<file path="config.mk">
export PLATFORM = sky130hd
export DESIGN_NAME = rgf_rx_gain_filter_ctrl
export DESIGN_NICKNAME = d
export VERILOG_FILES = /design/src/rtl/rgf_pkg.sv /design/src/rtl/rgf_rx_gain_filter_ctrl.sv
export SDC_FILE = /design/constraint.sdc
export NUM_CORES = 1
export LEC_CHECK = 0
export BUFFER_PORTS_ARGS = -buffer_cell sky130_fd_sc_hd__buf_2
export CORE_ASPECT_RATIO = 1.75
export CORE_MARGIN = 2
export CORE_UTILIZATION = 65
export CTS_CLUSTER_SIZE = 28
export DETAILED_ROUTE_END_ITERATION = 10
export PLACE_DENSITY = 0.82
export SLEW_MARGIN = 20
export SYNTH_ARGS = -nofsm -noshare
export SYNTH_HDL_FRONTEND = slang
export SYNTH_SLANG_ARGS = --single-unit
export TNS_END_PERCENT = 5
</file>
<file path="constraint.sdc">
create_clock -name core_clk_i -period 5.1 [get_ports core_clk_i]
set_input_delay 0.765 -clock core_clk_i [delete_from_list [all_inputs] [get_ports core_clk_i]]
set_output_delay 0.765 -clock core_clk_i [all_outputs]
set_load 0.005 [all_outputs]
</file>
<file path="src/rtl/rgf_pkg.sv">
/*
  Constants, register map and carrier types of the receive gain and filter
  control block.
  Assumes a single core clock that follows the converter sample clock.
*/
package rgf_pkg;
  // ****************************************************************
  // Register map
  // ****************************************************************
  localparam logic [6:0] ADDR_FILT_CTRL = 7'h07;
  localparam logic [6:0] ADDR_FILT_TARGET = 7'h08;
  localparam logic [6:0] ADDR_GAIN_WORD = 7'h09;
  localparam logic [6:0] ADDR_CAL_CTRL = 7'h0A;
  localparam logic [6:0] ADDR_STATUS = 7'h0B;
  localparam logic [7:0] RST_FILT_CTRL = 8'h01;
  localparam logic [7:0] RST_FILT_TARGET = 8'h80;
  localparam logic [7:0] RST_GAIN_WORD = 8'h0C;
  localparam int FILT_EN_BIT = 0;
  localparam int GAIN_MODE_BIT = 0;
  localparam int OFS_START_BIT = 1;
  localparam int GAIN_W = 6;
  // ****************************************************************
  // Serial frame layout
  // ****************************************************************
  localparam logic [4:0] FRAME_ADDR_BITS = 5'h08;
  localparam logic [4:0] FRAME_BITS = 5'h10;
  // ****************************************************************
  // Gain plan, in steps of 1 dB above the minimum of -12 dB
  // ****************************************************************
  localparam logic [5:0] GAIN_MAX_STEP = 6'h3C;
  localparam logic [5:0] ALT_STEP = 6'h08;
  localparam logic [5:0] ALT_MAX_STEP = 6'h30;
  localparam logic [5:0] COARSE_STEP = 6'h06;
  localparam logic [3:0] COARSE_MAX_IDX = 4'h9;
  localparam logic [2:0] STAGE1_MAX = 3'h4;
  localparam logic [2:0] STAGE2_MAX = 3'h5;
  localparam logic [2:0] FINE_MAX = 3'h6;
  // ****************************************************************
  // Offset servo
  // ****************************************************************
  localparam int OFS_WINDOW = 32;
  localparam int OFS_DAC_W = 6;
  localparam logic [OFS_DAC_W-1:0] OFS_DAC_MID = 6'h20;
  localparam logic [7:0] OFS_SETTLE_CYC = 8'h10;
  localparam logic [3:0] OFS_LOCK_CNT = 4'h8;
  localparam logic [7:0] OFS_MAX_STEPS = 8'hC0;
  // ****************************************************************
  // Filter calibration timing
  // ****************************************************************
  localparam int CLK_PERIOD_NS = 40;
  localparam int LPF_CAL_MAX_US = 100;
  localparam int LPF_CAL_CYC = (LPF_CAL_MAX_US * 1000) / CLK_PERIOD_NS;
  localparam int LPF_BITS = 8;
  localparam int LPF_STEP_CYC = LPF_CAL_CYC / (LPF_BITS + 1);
  localparam int LPF_CNT_W = 12;

  // Stage settings handed to the analog gain chain.
  typedef struct packed {
    logic short_in;
    logic [2:0] stage1;
    logic [2:0] stage2;
    logic [2:0] fine;
  } rgf_gain_t;

  typedef enum logic [1:0] {
    OFS_IDLE = 2'b00,
    OFS_SETTLE = 2'b01,
    OFS_STEP = 2'b10
  } rgf_ofs_state_t;
endpackage

</file>
<file path="src/rtl/rgf_rx_gain_filter_ctrl.sv">
/*
  Receive gain and filter control: serial register port, gain lookup,
  input offset servo and low-pass filter cutoff calibration.
  Assumes the serial port pins are asynchronous to core_clk_i and slow
  enough to be oversampled, and that the offset sample and filter
  comparator come from the analog side.
*/
// Operation
// - Six-bit gain word sets -12 dB to +48 dB, one dB per step.
// - Alternative three-bit gain word covers -12 dB to +36 dB, 8 dB steps.
// - Two cascaded coarse stages give -12 dB to +42 dB in 6 dB steps.
// - Fine section adds 0 dB to 6 dB in one dB steps.
// - Lookup table maps overall gain onto each stage setting.
// - Offset cancellation runs by itself after power-up.
// - Software can start the same offset cancellation over the serial port.
// - During offset calibration first stage is shorted, all stages high gain.
// - Servo trims calibration DAC until offset lies within 32 codes.
// - Each target register write launches cutoff calibration under 100 us.
// - Filter active after reset; clearing control bit 0 bypasses it.
// - Eight-bit target sets cutoff; larger target means lower cutoff. Here the target value is only stored and read back.
`timescale 1ns/1ps
`default_nettype none
module rgf_rx_gain_filter_ctrl (
  input wire logic core_clk_i,
  input wire logic nrst_i,
  input wire logic spi_sclk_i,
  input wire logic spi_sen_n_i,
  input wire logic spi_sdi_i,
  output logic spi_sdo_o,
  output logic spi_sdo_oe_o,
  input wire logic [9:0] ofs_sample_i,
  input wire logic lpf_cmp_i,
  output var rgf_pkg::rgf_gain_t gain_o,
  output logic [rgf_pkg::OFS_DAC_W-1:0] ofs_dac_o,
  output logic ofs_busy_o,
  output logic lpf_bypass_o,
  output logic [7:0] lpf_cap_o,
  output logic lpf_busy_o
);
  // ****************************************************************
  // Pin synchronisers
  // ****************************************************************
  logic [2:0] sclk_r;
  logic [1:0] sen_r, sdi_r, cmp_r;
  always_ff @(posedge core_clk_i) begin
    if (!nrst_i) begin
      sclk_r <= 3'h0;
      sen_r <= 2'h3;
      sdi_r <= 2'h0;
      cmp_r <= 2'h0;
    end else begin
      sclk_r <= {sclk_r[1:0], spi_sclk_i};
      sen_r <= {sen_r[0], spi_sen_n_i};
      sdi_r <= {sdi_r[0], spi_sdi_i};
      cmp_r <= {cmp_r[0], lpf_cmp_i};
    end
  end

  // Levels come from the second stage; the clock edge also uses a third.
  wire sel = !sen_r[1];
  wire rise = sel && sclk_r[1] && !sclk_r[2];
  wire fall = sel && !sclk_r[1] && sclk_r[2];
  wire sdi = sdi_r[1];
  wire cmp = cmp_r[1];

  // ****************************************************************
  // Serial register port
  // ****************************************************************
  logic [4:0] bit_cnt_r;
  logic [15:0] shin_r;
  logic [7:0] shout_r;
  logic rd_r;
  logic [7:0] filt_ctrl_r, target_r, gain_word_r, cal_ctrl_r;
  logic lpf_busy_r, ofs_busy_r, ofs_lock_r;

  wire [15:0] shin_nxt = {shin_r[14:0], sdi};
  wire addr_done = rise && (bit_cnt_r == rgf_pkg::FRAME_ADDR_BITS - 5'h1);
  wire frame_done = rise && (bit_cnt_r == rgf_pkg::FRAME_BITS - 5'h1);
  wire wr_stb = frame_done && !shin_r[14];
  wire [6:0] rd_addr = shin_nxt[6:0];
  wire [6:0] wr_addr = shin_r[13:7];
  wire [7:0] wr_data = shin_nxt[7:0];
  wire wr_target = wr_stb && (wr_addr == rgf_pkg::ADDR_FILT_TARGET);
  wire wr_cal = wr_stb && (wr_addr == rgf_pkg::ADDR_CAL_CTRL);
  wire ofs_sw_start = wr_cal && wr_data[rgf_pkg::OFS_START_BIT];

  // Read data per address; unmapped addresses read as zero.
  wire [7:0] status = {5'h00, ofs_lock_r, lpf_busy_r, ofs_busy_r};
  wire [7:0] rd_data =
    (rd_addr == rgf_pkg::ADDR_FILT_CTRL) ? filt_ctrl_r :
    (rd_addr == rgf_pkg::ADDR_FILT_TARGET) ? target_r :
    (rd_addr == rgf_pkg::ADDR_GAIN_WORD) ? gain_word_r :
    (rd_addr == rgf_pkg::ADDR_CAL_CTRL) ? cal_ctrl_r :
    (rd_addr == rgf_pkg::ADDR_STATUS) ? status : 8'h00;

  // Frame counter, shifters and read drive.
  always_ff @(posedge core_clk_i) begin
    if (!nrst_i || !sel) begin
      bit_cnt_r <= 5'h00;
      shin_r <= 16'h0000;
      shout_r <= 8'h00;
      rd_r <= 1'b0;
      spi_sdo_o <= 1'b0;
      spi_sdo_oe_o <= 1'b0;
    end else begin
      if (rise) begin
        shin_r <= shin_nxt;
        bit_cnt_r <= frame_done ? 5'h00 : bit_cnt_r + 5'h01;
      end
      if (addr_done) begin
        rd_r <= shin_nxt[7];
        shout_r <= rd_data;
      end
      if (fall && rd_r) begin
        spi_sdo_o <= shout_r[7];
        spi_sdo_oe_o <= 1'b1;
        shout_r <= {shout_r[6:0], 1'b0};
      end
      if (frame_done) begin
        rd_r <= 1'b0;
      end
    end
  end

  // Register writes; the start bit never stores, it only pulses.
  always_ff @(posedge core_clk_i) begin
    if (!nrst_i) begin
      filt_ctrl_r <= rgf_pkg::RST_FILT_CTRL;
      target_r <= rgf_pkg::RST_FILT_TARGET;
      gain_word_r <= rgf_pkg::RST_GAIN_WORD;
      cal_ctrl_r <= 8'h00;
    end else if (wr_stb) begin
      case (wr_addr)
        rgf_pkg::ADDR_FILT_CTRL: filt_ctrl_r <= wr_data;
        rgf_pkg::ADDR_FILT_TARGET: target_r <= wr_data;
        rgf_pkg::ADDR_GAIN_WORD: gain_word_r <= {2'h0, wr_data[5:0]};
        rgf_pkg::ADDR_CAL_CTRL: begin
          cal_ctrl_r <= {7'h00, wr_data[rgf_pkg::GAIN_MODE_BIT]};
        end
        default: begin
        end
      endcase
    end
  end

  // ****************************************************************
  // Gain lookup
  // ****************************************************************
  // Maps a step count above -12 dB onto coarse and fine stage codes.
  function automatic rgf_pkg::rgf_gain_t gain_lut(input logic [5:0] step);
    rgf_pkg::rgf_gain_t g;
    logic [5:0] s;
    logic [3:0] c;
    g = '0;
    s = (step > rgf_pkg::GAIN_MAX_STEP) ? rgf_pkg::GAIN_MAX_STEP : step;
    c = 4'(s / rgf_pkg::COARSE_STEP);
    if (c > rgf_pkg::COARSE_MAX_IDX) begin
      c = rgf_pkg::COARSE_MAX_IDX;
    end
    g.fine = 3'(s - 6'(c) * rgf_pkg::COARSE_STEP);
    if (c > 4'(rgf_pkg::STAGE1_MAX)) begin
      g.stage1 = rgf_pkg::STAGE1_MAX;
      g.stage2 = 3'(c - 4'(rgf_pkg::STAGE1_MAX));
    end else begin
      g.stage1 = 3'(c);
      g.stage2 = 3'h0;
    end
    return g;
  endfunction

  wire alt_mode = cal_ctrl_r[rgf_pkg::GAIN_MODE_BIT];
  wire [5:0] alt_raw = 6'(gain_word_r[2:0]) * rgf_pkg::ALT_STEP;
  wire [5:0] alt_step =
    (alt_raw > rgf_pkg::ALT_MAX_STEP) ? rgf_pkg::ALT_MAX_STEP : alt_raw;
  wire [5:0] req_step = alt_mode ? alt_step : gain_word_r[5:0];
  wire rgf_pkg::rgf_gain_t lut_gain = gain_lut(req_step);
  wire rgf_pkg::rgf_gain_t cal_gain = '{short_in: 1'b1,
    stage1: rgf_pkg::STAGE1_MAX, stage2: rgf_pkg::STAGE2_MAX,
    fine: rgf_pkg::FINE_MAX};

  // Calibration overrides the programmed gain.
  always_ff @(posedge core_clk_i) begin
    if (!nrst_i) begin
      gain_o <= cal_gain;
    end else begin
      gain_o <= ofs_busy_r ? cal_gain : lut_gain;
    end
  end

  // ****************************************************************
  // Offset servo
  // ****************************************************************
  rgf_pkg::rgf_ofs_state_t ofs_st_r;
  logic pwrup_r;
  logic [7:0] ofs_tmr_r, ofs_steps_r;
  logic [3:0] ofs_good_r;
  logic [rgf_pkg::OFS_DAC_W-1:0] dac_r;
  wire signed [9:0] ofs = ofs_sample_i;
  wire signed [9:0] ofs_win = 10'(rgf_pkg::OFS_WINDOW);
  wire ofs_hi = ofs > ofs_win;
  wire ofs_lo = ofs < -ofs_win;
  wire ofs_start = pwrup_r || ofs_sw_start;
  wire dac_top = &dac_r;
  wire dac_bot = ~|dac_r;

  // Settle after each trim, then compare and step the calibration DAC.
  always_ff @(posedge core_clk_i) begin
    if (!nrst_i) begin
      ofs_st_r <= rgf_pkg::OFS_IDLE;
      pwrup_r <= 1'b1;
      ofs_tmr_r <= 8'h00;
      ofs_steps_r <= 8'h00;
      ofs_good_r <= 4'h0;
      dac_r <= rgf_pkg::OFS_DAC_MID;
      ofs_busy_r <= 1'b0;
      ofs_lock_r <= 1'b0;
    end else begin
      pwrup_r <= 1'b0;
      if (ofs_start) begin
        ofs_st_r <= rgf_pkg::OFS_SETTLE;
        ofs_busy_r <= 1'b1;
        ofs_lock_r <= 1'b0;
        ofs_tmr_r <= 8'h00;
        ofs_steps_r <= 8'h00;
        ofs_good_r <= 4'h0;
      end else begin
        case (ofs_st_r)
          rgf_pkg::OFS_IDLE: ofs_busy_r <= 1'b0;
          rgf_pkg::OFS_SETTLE: begin
            ofs_tmr_r <= ofs_tmr_r + 8'h01;
            if (ofs_tmr_r == rgf_pkg::OFS_SETTLE_CYC) begin
              ofs_st_r <= rgf_pkg::OFS_STEP;
            end
          end
          rgf_pkg::OFS_STEP: begin
            ofs_tmr_r <= 8'h00;
            ofs_steps_r <= ofs_steps_r + 8'h01;
            ofs_st_r <= rgf_pkg::OFS_SETTLE;
            if (ofs_hi && !dac_bot) begin
              dac_r <= dac_r - rgf_pkg::OFS_DAC_W'(1);
              ofs_good_r <= 4'h0;
            end else if (ofs_lo && !dac_top) begin
              dac_r <= dac_r + rgf_pkg::OFS_DAC_W'(1);
              ofs_good_r <= 4'h0;
            end else if (!ofs_hi && !ofs_lo) begin
              ofs_good_r <= ofs_good_r + 4'h1;
            end
            if (!ofs_hi && !ofs_lo &&
                ofs_good_r == rgf_pkg::OFS_LOCK_CNT - 4'h1) begin
              ofs_lock_r <= 1'b1;
              ofs_st_r <= rgf_pkg::OFS_IDLE;
            end else if (ofs_steps_r == rgf_pkg::OFS_MAX_STEPS) begin
              ofs_st_r <= rgf_pkg::OFS_IDLE;
            end
          end
          default: ofs_st_r <= rgf_pkg::OFS_IDLE;
        endcase
      end
    end
  end

  // ****************************************************************
  // Filter cutoff calibration
  // ****************************************************************
  logic [rgf_pkg::LPF_CNT_W-1:0] lpf_tmr_r;
  logic [3:0] lpf_bit_r;
  logic [7:0] lpf_cap_r;
  localparam logic [rgf_pkg::LPF_CNT_W-1:0] LPF_STEP_END =
    rgf_pkg::LPF_CNT_W'(rgf_pkg::LPF_STEP_CYC - 1);
  localparam logic [3:0] LPF_TOP_BIT = 4'(rgf_pkg::LPF_BITS - 1);
  localparam logic [7:0] LPF_START = 8'h01 << LPF_TOP_BIT;
  wire lpf_step_done = lpf_tmr_r == LPF_STEP_END;
  wire [7:0] lpf_bit_mask = 8'h01 << lpf_bit_r[2:0];

  // Successive approximation of the capacitor array, MSB first, one bit
  // per step; the comparator high means the cutoff is still too high.
  always_ff @(posedge core_clk_i) begin
    if (!nrst_i) begin
      lpf_busy_r <= 1'b0;
      lpf_tmr_r <= '0;
      lpf_bit_r <= LPF_TOP_BIT;
      lpf_cap_r <= rgf_pkg::RST_FILT_TARGET;
    end else if (wr_target) begin
      lpf_busy_r <= 1'b1;
      lpf_tmr_r <= '0;
      lpf_bit_r <= LPF_TOP_BIT;
      lpf_cap_r <= LPF_START;
    end else if (lpf_busy_r) begin
      lpf_tmr_r <= lpf_step_done ? '0 :
                   lpf_tmr_r + rgf_pkg::LPF_CNT_W'(1);
      if (lpf_step_done) begin
        if (!cmp) begin
          lpf_cap_r <= lpf_cap_r & ~lpf_bit_mask;
        end
        if (lpf_bit_r == 4'h0) begin
          lpf_busy_r <= 1'b0;
        end else begin
          lpf_bit_r <= lpf_bit_r - 4'h1;
          lpf_cap_r <= (lpf_cap_r & ~(cmp ? 8'h00 : lpf_bit_mask)) |
                       (lpf_bit_mask >> 1);
        end
      end
    end
  end

  // Registered outputs.
  always_ff @(posedge core_clk_i) begin
    if (!nrst_i) begin
      ofs_dac_o <= rgf_pkg::OFS_DAC_MID;
      ofs_busy_o <= 1'b0;
      lpf_bypass_o <= 1'b0;
      lpf_cap_o <= rgf_pkg::RST_FILT_TARGET;
      lpf_busy_o <= 1'b0;
    end else begin
      ofs_dac_o <= dac_r;
      ofs_busy_o <= ofs_busy_r;
      lpf_bypass_o <= !filt_ctrl_r[rgf_pkg::FILT_EN_BIT];
      lpf_cap_o <= lpf_cap_r;
      lpf_busy_o <= lpf_busy_r;
    end
  end
endmodule
`default_nettype wire

</file>
## Word-level counts from Yosys, hierarchy flattened

Cells that the tools add are included.
W data, S select, Z words.

- Logic and storage cells: 177
- Output and inout bits: 29
- Bits of input ports: 16
- Bits in registers: 146

- Multiply operators: 1
- $add $sub $neg: 10
- Bitwise logic cells: 10
- Divide/modulo/power cells: 1
- Reductions and logical operators: 53
- Shift-type cells: 1
- Multiplexer cells: 36
- Equality and inequality tests: 21
- Order comparisons: 6

Operators with widths:

| operator | number |
|---|---|
| $mux W8 | 7 |
| $eq A7 B4 Y1 const B | 7 |
| $mux W6 | 7 |
| $add A8 B1 Y8 const B | 2 |
| $and A8 B8 Y8 | 2 |
| $mux W4 | 4 |
| $not A8 Y8 | 2 |
| $pmux W8 S2 | 1 |
| $reduce_and A2 Y1 | 8 |
| $logic_and A1 B1 Y1 | 15 |
| $eq A7 B3 Y1 const B | 2 |
| $add A12 B1 Y12 const B | 1 |
| $eq A12 B9 Y1 const B | 1 |
| $gt A6 B6 Y1 const B | 2 |
| $mux W12 | 1 |
| $gt A10 B7 Y1 const B | 1 |
| $lt A10 B6 Y1 const B | 1 |
| $mux W1 | 10 |
| $mux W10 | 1 |
| $reduce_or A2 Y1 | 5 |
| $logic_not A1 Y1 | 9 |
| $reduce_and A3 Y1 | 3 |
| $eq A8 B5 Y1 const B | 1 |
| $eq A8 B8 Y1 const B | 1 |
| other kinds (33) | 45 |

## Longest topological paths before layout

Gate-level depths: netlist (run 1).

- Word-level depth: 11
- Gate-level depth with buffers: 16
- Mapped depth without buffers: 15

## Least setup slack after synthesis (run 1)

No wires, ideal clock.

- Kind: input port to flip-flop
- From: input ofs_sample_i[1]
- To: register dac_r[5] (netlist bit)
- Cell stages on the path: 11
- Arrival: 2.991 ns
- Path buffers: 0
- Path slack: 1.980 ns
- Required time: 4.971 ns
- Path through: or4_1 -> o21a_2 -> o21ai_4 -> inv_1 -> ha_1 -> a211oi_1 -> o21bai_1 -> a21oi_1 -> xor2_1 -> and3_1 -> o21ai_1

- Longest elaborated chain between the ends: 4

Ends and longest elaborated chain:

| item | RTL line | RTL |
|---|---|---|
| start: declaration | rgf_rx_gain_filter_ctrl.sv:31 | `input wire logic [9:0] ofs_sample_i,` |
| $gt A10 B7 Y1 or $lt A10 B6 Y1 (tied branches) | rgf_rx_gain_filter_ctrl.sv:200, rgf_rx_gain_filter_ctrl.sv:201 |  |
| $logic_and A1 B1 Y1, on equally long branches | rgf_rx_gain_filter_ctrl.sv:239, rgf_rx_gain_filter_ctrl.sv:242 |  |
| $reduce_bool A2 Y1 (no source line) | -- |  |
| $reduce_and A3 Y1 (no source line) | -- |  |
| end signal: assignment | rgf_rx_gain_filter_ctrl.sv:214 | `dac_r <= rgf_pkg::OFS_DAC_MID;` |
| end signal: assignment | rgf_rx_gain_filter_ctrl.sv:240 | `dac_r <= dac_r - rgf_pkg::OFS_DAC_W'(1);` |
| end signal: assignment | rgf_rx_gain_filter_ctrl.sv:243 | `dac_r <= dac_r + rgf_pkg::OFS_DAC_W'(1);` |
| end: declaration | rgf_rx_gain_filter_ctrl.sv:197 | `logic [rgf_pkg::OFS_DAC_W-1:0] dac_r;` |

Parallel ways exist; a longest one is shown, timed or not.
A chain may end at the register's enable or synchronous reset.

## Final worst setup path (run 1)

- From: register cal_ctrl_r[0]
- To: register gain_o[2] (netlist bit)

- Longest elaborated chain between the ends: 8

Ends and longest elaborated chain:

| item | RTL line | RTL |
|---|---|---|
| start: declaration | rgf_rx_gain_filter_ctrl.sv:73 | `logic [7:0] filt_ctrl_r, target_r, gain_word_r, cal_ctrl_r;` |
| start signal: assignment | rgf_rx_gain_filter_ctrl.sv:138 | `cal_ctrl_r <= {7'h00, wr_data[rgf_pkg::GAIN_MODE_BIT]};` |
| $mux W6 (*) | rgf_rx_gain_filter_ctrl.sv:175 | `wire [5:0] req_step = alt_mode ? alt_step : gain_word_r[5:0];` |
| $gt A6 B6 Y1 | rgf_rx_gain_filter_ctrl.sv:155 | `s = (step > rgf_pkg::GAIN_MAX_STEP) ? rgf_pkg::GAIN_MAX_STEP : step;` |
| $mux W6 (*) | rgf_rx_gain_filter_ctrl.sv:155 |  |
| $div A6 B3 Y6 | rgf_rx_gain_filter_ctrl.sv:156 | `c = 4'(s / rgf_pkg::COARSE_STEP);` |
| $gt A4 B4 Y1 | rgf_rx_gain_filter_ctrl.sv:157 | `if (c > rgf_pkg::COARSE_MAX_IDX) begin` |
| $mux W4 | rgf_rx_gain_filter_ctrl.sv:157 |  |
| $mul A4 B2 Y2 | rgf_rx_gain_filter_ctrl.sv:160 | `g.fine = 3'(s - 6'(c) * rgf_pkg::COARSE_STEP);` |
| $sub A3 B3 Y3 (*) | rgf_rx_gain_filter_ctrl.sv:160 |  |
| end signal: assignment | rgf_rx_gain_filter_ctrl.sv:184 | `gain_o <= cal_gain;` |
| end signal: assignment | rgf_rx_gain_filter_ctrl.sv:186 | `gain_o <= ofs_busy_r ? cal_gain : lut_gain;` |
| end: declaration | rgf_rx_gain_filter_ctrl.sv:33 | `output var rgf_pkg::rgf_gain_t gain_o,` |

Every way passes the cells marked *; elsewhere a longest branch is shown, timed or not.

==> summary.txt, run 1 <==
STA
  • # setup viols final: 0
  • Worst Tran Pin Value: approximately 900 ps
  • Sum of negative setup slack: 0 ps
  • Worst-case hold slack: approximately 400 ps
  • Final Hold Viols: 0
  • Max-slew headroom: 0.4028
  • Max Slew Vio Count: 0
  • Final period util: 0.6990
  • RSZ-0062 raised after global routing: false
  • Post-layout min period: ~3600 ps
  • Fmax: ~280 MHz
  • Final setup margin: between 1500 and 2000 ps
  • Final Skew: 7.852 ps

Clock network
  • CTS resizes: 0
  • Post-CTS Setup Bufs: 0
  • Clock Path Buffers: 2
  • Clock Latency Late Sink: about 410 ps
  • Hold buffers post-CTS: 0
  • Sinks on Clock Net: roughly 150
  • Clk slew on worst S/H paths: 60 ps
  • CTS Root Cell: clkbuf_16
  • Clock buffer count from CTS: 17
  • CTS tree: done
  • Htree depth: 4

Critical path
  • Setup CP Type: reg -> reg
  • Max FO, Critical Path: 20
  • CP Buf/Inv Count: 1
  • Startpoint Class: register
  • Critical Path Slowest Stage Cell: dfxtp_1
  • WP data required: 5380 ps
  • Slowest stage delay, CP: ~740 ps
  • CP Cell Sequence: nor2_1, a31oi_1, a21boi_0, ha_1, a21oi_1, o22ai_1, a2111oi_0, a21oi_2, inv_2, ha_1, xor2_1, xnor2_1, nand2_1
  • Worst setup EP type: register
  • Crit-path leading delay family: compound AO/OA/AOI/OAI gates
  • CP Data Arrival Time: roughly 3800 ps
  • Cell mode on critical path: ha_1

Global routing
  • Total track usage: 0.2671
  • First-pass GRT wire length: 23.12 mm
  • Largest net degree at the start of global routing: 34
  • Initial antenna violation count: 0
  • GR Overflow Total: 0
  • Vias in the first global route: about 5.2k

Place
  • Detail Placement HPWL: ~9.4 mm
  • Worst slack at placement: ~1600 ps
  • Port bufs: 44
  • Gp weighted congestion: around 0.95

Synthesis
  • Number of synthesized flops with an enable pin: 0
  • Dominant synthesized flop cell: dfxtp_1
  • Syn Inst Count: 720
  • Synthesized area: ~6500 um^2
  • Async SR Flop Fraction: 0
  • Yosys reg bits: roughly 150
  • Yosys Warn Count: 0
  • Count of cell types in the netlist: about 70
  • Syn_area_per_cell: around 9.0 um^2
  • Top-area cell type share of the netlist area: 0.4489
  • Syn_nets: 761
  • Yosys top cell by area: dfxtp_1
  • Sequential area share after synthesis: 0.4489
  • Synth top area cells: dfxtp_1 45%, nand2_1 5.4%, nor2_1 4.7%

Floorplanning
  • # rows: 48
  • I/O pins: 45
  • Die W: 79.66 um
  • Initial Util: 0.6651
  • Die ar.: 10870 um^2
  • Core outline area: slightly below 10000 um^2
  • Die height: 136.4 um

Routing
  • First-pass iteration count of the detailed router: 4
  • Drt drc: 0
  • Total wire length: ~14 mm
  • Avg WL per Cell: around 15 um
  • First DRT Iteration DRCs: 210
  • Vias: 5181
  • Vias/cell: about 5.8
  • Post-DRT Antenna Nets: 0

Finish
  • Ant diodes: 0
  • Nets: roughly 800
  • Proportion of layout cells with a drive suffix above 1: 0.1404
  • Layout area overhead: 13.95%
  • Commonest non-fill, non-tap cell in the layout: dfxtp_1
  • Most frequent cells in the layout: 146 x dfxtp_1, 93 x nand2_1, 82 x nor2_1

Run status
  • Outcome: finished clean

Power
  • Pwr Density: between 300 and 400 nW/um^2
  • Peak supply drop: between 0.0002 and 0.0003 V
  • Leakage: 3.010 nW

Worst hold path
  • HP Class: reg -> reg

Run
  • Max Cap Violations: 0
-- through the flow --
step	instance area (um^2)	cells	utilization	total power, mW
floorplan	6511	720	-	1.218
global placement	6789	862	0.6935	1.237
detailed placement	6789	862	0.6935	1.240
CTS	7420	894	0.7579	2.523
global route	7420	894	0.7579	2.582
finish	7420	894	0.7579	2.513
-- where the power goes --
part | switching (mW) | internal (mW) | total, mW
logic | 0.0375 | 0.0219 | 0.0594
registers | 0.00583 | 1.15 | 1.16
clock network | 0.473 | 0.824 | 1.30
-- flip-flops by register name (all words and copies together), names as in the netlist, 3 cells and up --
name,cells
target_r,8
dac_r,6
gain_word_r,6
lpf_bit_r,4
filt_ctrl_r,8
ofs_good_r,4
lpf_cap_r,8
shout_r,8
bit_cnt_r,5
shin_r,15
sclk_r,3
lpf_cap_o,8
ofs_tmr_r,8
ofs_steps_r,8
gain_o,10
ofs_dac_o,6
lpf_tmr_r,12
-- Yosys cell counts (all sizes together) (6+ instances only) --
| cell | count |
|---|---|
| and3 | 14 |
| xor2 | 26 |
| dfxtp | 146 |
| nand2 | 94 |
| and2 | 21 |
| nand4 | 6 |
| a22o | 9 |
| nor3 | 13 |
| a21oi | 52 |
| ha | 24 |
| a22oi | 8 |
| clkbuf | 23 |
| nand3 | 12 |
| inv | 25 |
| nor2 | 82 |
| o21ai | 16 |
| nand2b | 10 |
| a21o | 13 |
| xnor2 | 13 |
| mux2i | 27 |
| buf | 9 |
-- layer usage --
metal  global-route usage  vias up  share of wire
li1                     -     2548              -
met2               0.5107      100           0.56
met1               0.2686     2501           0.38
met3              0.06308       32          0.031
met5                    0        -              0
met4               0.1092        0          0.024
-- logic make-up (layout without fill, tap and decap cells) --
kind of cell	count (synthesis)	in the layout	synth area share
adders and majority gates	25	25	0.04919
xor gates and xnor gates	39	39	0.05246
AOI/OAI and AO/OA	127	127	0.1357
muxes	31	31	0.05015
DFF	146	146	0.4489
buffers and inverters	58	107	0.03593
and+or+nand+nor	294	294	0.2277
-- layout make-up --
type                    instances  area, um^2
fillers                       699        2370
inverters                      26       97.59
repair buffers                 49       257.7
clock buffers                  21       480.5
multi-input cells             516        3354
well taps                     125       156.4
flip-flops and latches        146        2923
clock inverters                11       150.1
-- final timing paths --
| path | from | to | slack (ps) | depth (start not counted) |
|---|---|---|---|---|
| max | cal_ctrl_r[0] | gain_o[2] | 1530 | 13 |
| min | sen_r[0] | sen_r[1] | 410 | 1 |
| max reg2reg | cal_ctrl_r[0] | gain_o[2] | 1530 | 13 |
| min reg2reg | sen_r[0] | sen_r[1] | 410 | 1 |
Note: power is estimated with default switching activity, not from simulation.
==> run 2: changes to the inputs <==
- CORE_UTILIZATION: 65 -> 54
- PLACE_DENSITY: 0.82 -> 0.72
- clock period: 5.1 -> 3.2 ns (I/O delays scaled with it)
==> summary.txt, run 2 (same netlist as run 1, synthesis figures left out) <==
Finish
  • Finished Core Util: 0.6269 (was 0.7579)
  • # fillers: 999 (was 699)
  • Ant diodes: 0 (unchanged)
  • Largest register FFs: 15 (unchanged)
  • Register Area: 2924 um^2 (was 2923 um^2)
  • Top reg by flops: shin_r (unchanged)
  • Most frequent cells in the layout: 145 x dfxtp_1, 93 x nand2_1, 82 x nor2_1 (was 146 x dfxtp_1, 93 x nand2_1, 82 x nor2_1)
  • Commonest non-fill, non-tap cell in the layout: dfxtp_1 (unchanged)
  • Multi-input gate area: 3363 um^2 (was 3354 um^2)
  • Final Cell Area: 7441 um^2 (was 7420 um^2)
  • Non-filler instance count after layout: 911 (was 894)
  • Proportion of layout cells with a drive suffix above 1: 0.1499 (was 0.1404)
  • Layout area overhead: 14.28% (was 13.95%)
  • Largest regs: shin_r (15), lpf_tmr_r (12), gain_o (10) (unchanged)
  • Nets: 802 (was 797)

Critical path
  • Critical Path Slowest Stage Cell: o32a_4 (was dfxtp_1)
  • WP data required: 3480 ps (was 5380 ps)
  • Crit-path leading delay family: compound AO/OA/AOI/OAI gates (unchanged)
  • Worst setup EP type: register (unchanged)
  • CP Buf/Inv Count: 1 (unchanged)
  • Setup CP Type: reg -> reg (unchanged)
  • CP Cell Sequence: nand2_1, nor2_1, a31oi_1, a21boi_0, ha_2, o32a_4, a2111oi_4, a21oi_2, inv_2, ha_1, xor2_1, xnor2_1, nand2_1 (was nor2_1, a31oi_1, a21boi_0, ha_1, a21oi_1, o22ai_1, a2111oi_0, a21oi_2, inv_2, ha_1, xor2_1, xnor2_1, nand2_1)
  • Startpoint Class: register (unchanged)
  • Max FO, Critical Path: 9 (was 20)
  • Cell mode on critical path: nand2_1 (was ha_1)
  • CP Data Arrival Time: 3300 ps (was 3840 ps)
  • Flop2flop setup slack: 180 ps (was 1530 ps)
  • Slowest stage delay, CP: 410 ps (was 740 ps)

Routing
  • Drt drc: 0 (unchanged)
  • Total wire length: 13.65 mm (was 13.62 mm)
  • Post-DRT Antenna Nets: 0 (unchanged)
  • First DRT Iteration DRCs: 275 (was 210)
  • First-pass iteration count of the detailed router: 5 (was 4)
  • Avg WL per Cell: 14.98 um (was 15.24 um)
  • Vias/cell: 5.610 (was 5.795)
  • Vias: 5111 (was 5181)

Power
  • Pwr Density: 523.5 nW/um^2 (was 338.7 nW/um^2)
  • Switching part of the total: 0.2356 (was 0.2056)
  • Gate power share: 0.025 (was 0.024)
  • Switching power: 0.9179 mW (was 0.5167 mW)
  • Peak supply drop: 0.0004108 V (was 0.0002906 V)
  • Seq pwr share: 0.473 (was 0.460)
  • Clock power frac: 0.502 (was 0.516)
  • Leakage: 3.012 nW (was 3.010 nW)
  • P_int: 2.978 mW (was 1.996 mW)

Global routing
  • M2 GR Usage: 0.4237 (was 0.5107)
  • Initial antenna violation count: 0 (unchanged)
  • GRT Max-Usage Layer: met2 (unchanged)
  • Global-route track usage on met1: 0.2107 (was 0.2686)
  • Routing usage on met3: 0.04870 (was 0.06308)
  • Total track usage: 0.2174 (was 0.2671)
  • Largest net degree at the start of global routing: 27 (was 34)
  • Vias in the first global route: 5026 (was 5211)
  • First-pass GRT wire length: 22.39 mm (was 23.12 mm)
  • GR Overflow Total: 0 (unchanged)

Floorplanning
  • Initial Util: 0.5485 (was 0.6651)
  • I/O pins: 45 (unchanged)
  • Die ar.: 12990 um^2 (was 10870 um^2)
  • # rows: 53 (was 48)
  • Die W: 87.01 um (was 79.66 um)
  • Die height: 149.3 um (was 136.4 um)
  • Core outline area: 11870 um^2 (was 9789 um^2)

Clock network
  • Htree depth: 4 (unchanged)
  • Clock Path Buffers: 2 (unchanged)
  • Post-CTS Setup Bufs: 0 (unchanged)
  • Hold buffers post-CTS: 0 (unchanged)
  • Sinks on Clock Net: 146 (unchanged)
  • Clock Latency Late Sink: 420 ps (was 410 ps)
  • CTS tree: done (unchanged)
  • CTS Root Cell: clkbuf_16 (unchanged)
  • Clk slew on worst S/H paths: 60 ps (about the same)
  • Clock buffer count from CTS: 17 (unchanged)

Run
  • Max Cap Violations: 0 (unchanged)

Place
  • Port bufs: 44 (unchanged)
  • Detail Placement HPWL: 9.887 mm (was 9.393 mm)
  • Gp weighted congestion: 0.8490 (was 0.9519)
  • Placed inst area: 6842 um^2 (was 6789 um^2)
  • Placed insts: 879 (was 862)

STA
  • Sum of negative setup slack: 0 ps (unchanged)
  • Max Slew Vio Count: 0 (unchanged)
  • Post-layout min period: 3018 ps (was 3565 ps)
  • Worst-case hold slack: 239.5 ps (was 408.7 ps)
  • Worst Tran Pin Value: 775.4 ps (was 895.8 ps)
  • Final Skew: 7.960 ps (was 7.852 ps)
  • Final Hold Viols: 0 (unchanged)
  • Max-slew headroom: 0.4831 (was 0.4028)
  • Final period util: 0.9431 (was 0.6990)
  • Fmax: 331.4 MHz (was 280.5 MHz)
  • # setup viols final: 0 (unchanged)

Run status
  • Outcome: finished clean (unchanged)

Worst hold path
  • HP Class: in -> reg (was reg -> reg)
==> run 2: path summary, 6_finish.rpt <==
check / startpoint / to / depth (start not counted)
worst min register to register: sen_r[0] / sen_r[1] / 1
worst min-delay path: spi_sen_n_i / sen_r[0] / 2
worst max-delay path: gain_word_r[5] / gain_o[2] / 13
worst max register to register: gain_word_r[5] / gain_o[2] / 13
==> run 2: cell type report <==
cell class | instances | share of cell area
timing repair buffer | 54 | 0.03968
inverter | 26 | 0.01312
tap | 137 | 0.02304
clock inverter | 15 | 0.02203
multi-input combinational | 516 | 0.4520
sequential | 146 | 0.3930
clock buffer | 17 | 0.05717
==> run 2: per-stage QoR <==
step	total power, mW	setup slack [ps]
4_1_cts	3.929	11.50
3_3_place_gp	1.977	305.4
6_report	3.896	182.2
5_1_grt	4.017	-58.89
2_1_floorplan	1.941	144.9
3_5_place_dp	1.980	52.31
==> run 2: layer usage <==
layer / share of wire / wire (um)
met1: 0.38 / 5201
met2: 0.57 / 7786
met3: 0.025 / 342
met4: 0.023 / 315
met5: 0 / 0
==> run 2: power groups by stage <==
| stage | Clock, mW | Combinational, mW | Sequential [mW] |
|---|---|---|---|
| 6_report | 1.96 | 0.0979 | 1.84 |
| 4_1_cts | 1.99 | 0.0983 | 1.84 |
| 3_3_place_gp | 0 | 0.0953 | 1.88 |
| 3_5_place_dp | 0 | 0.0980 | 1.88 |
| 2_1_floorplan | 0 | 0.0610 | 1.88 |
| 5_1_grt | 2.07 | 0.109 | 1.84 |
==> run 2: what timing repair did <==
item | in CTS | in global routing
setup endpoints to repair | 0 | 1
endpoints found under the hold margin | 0 | 0
gates resized for setup | 0 | 4
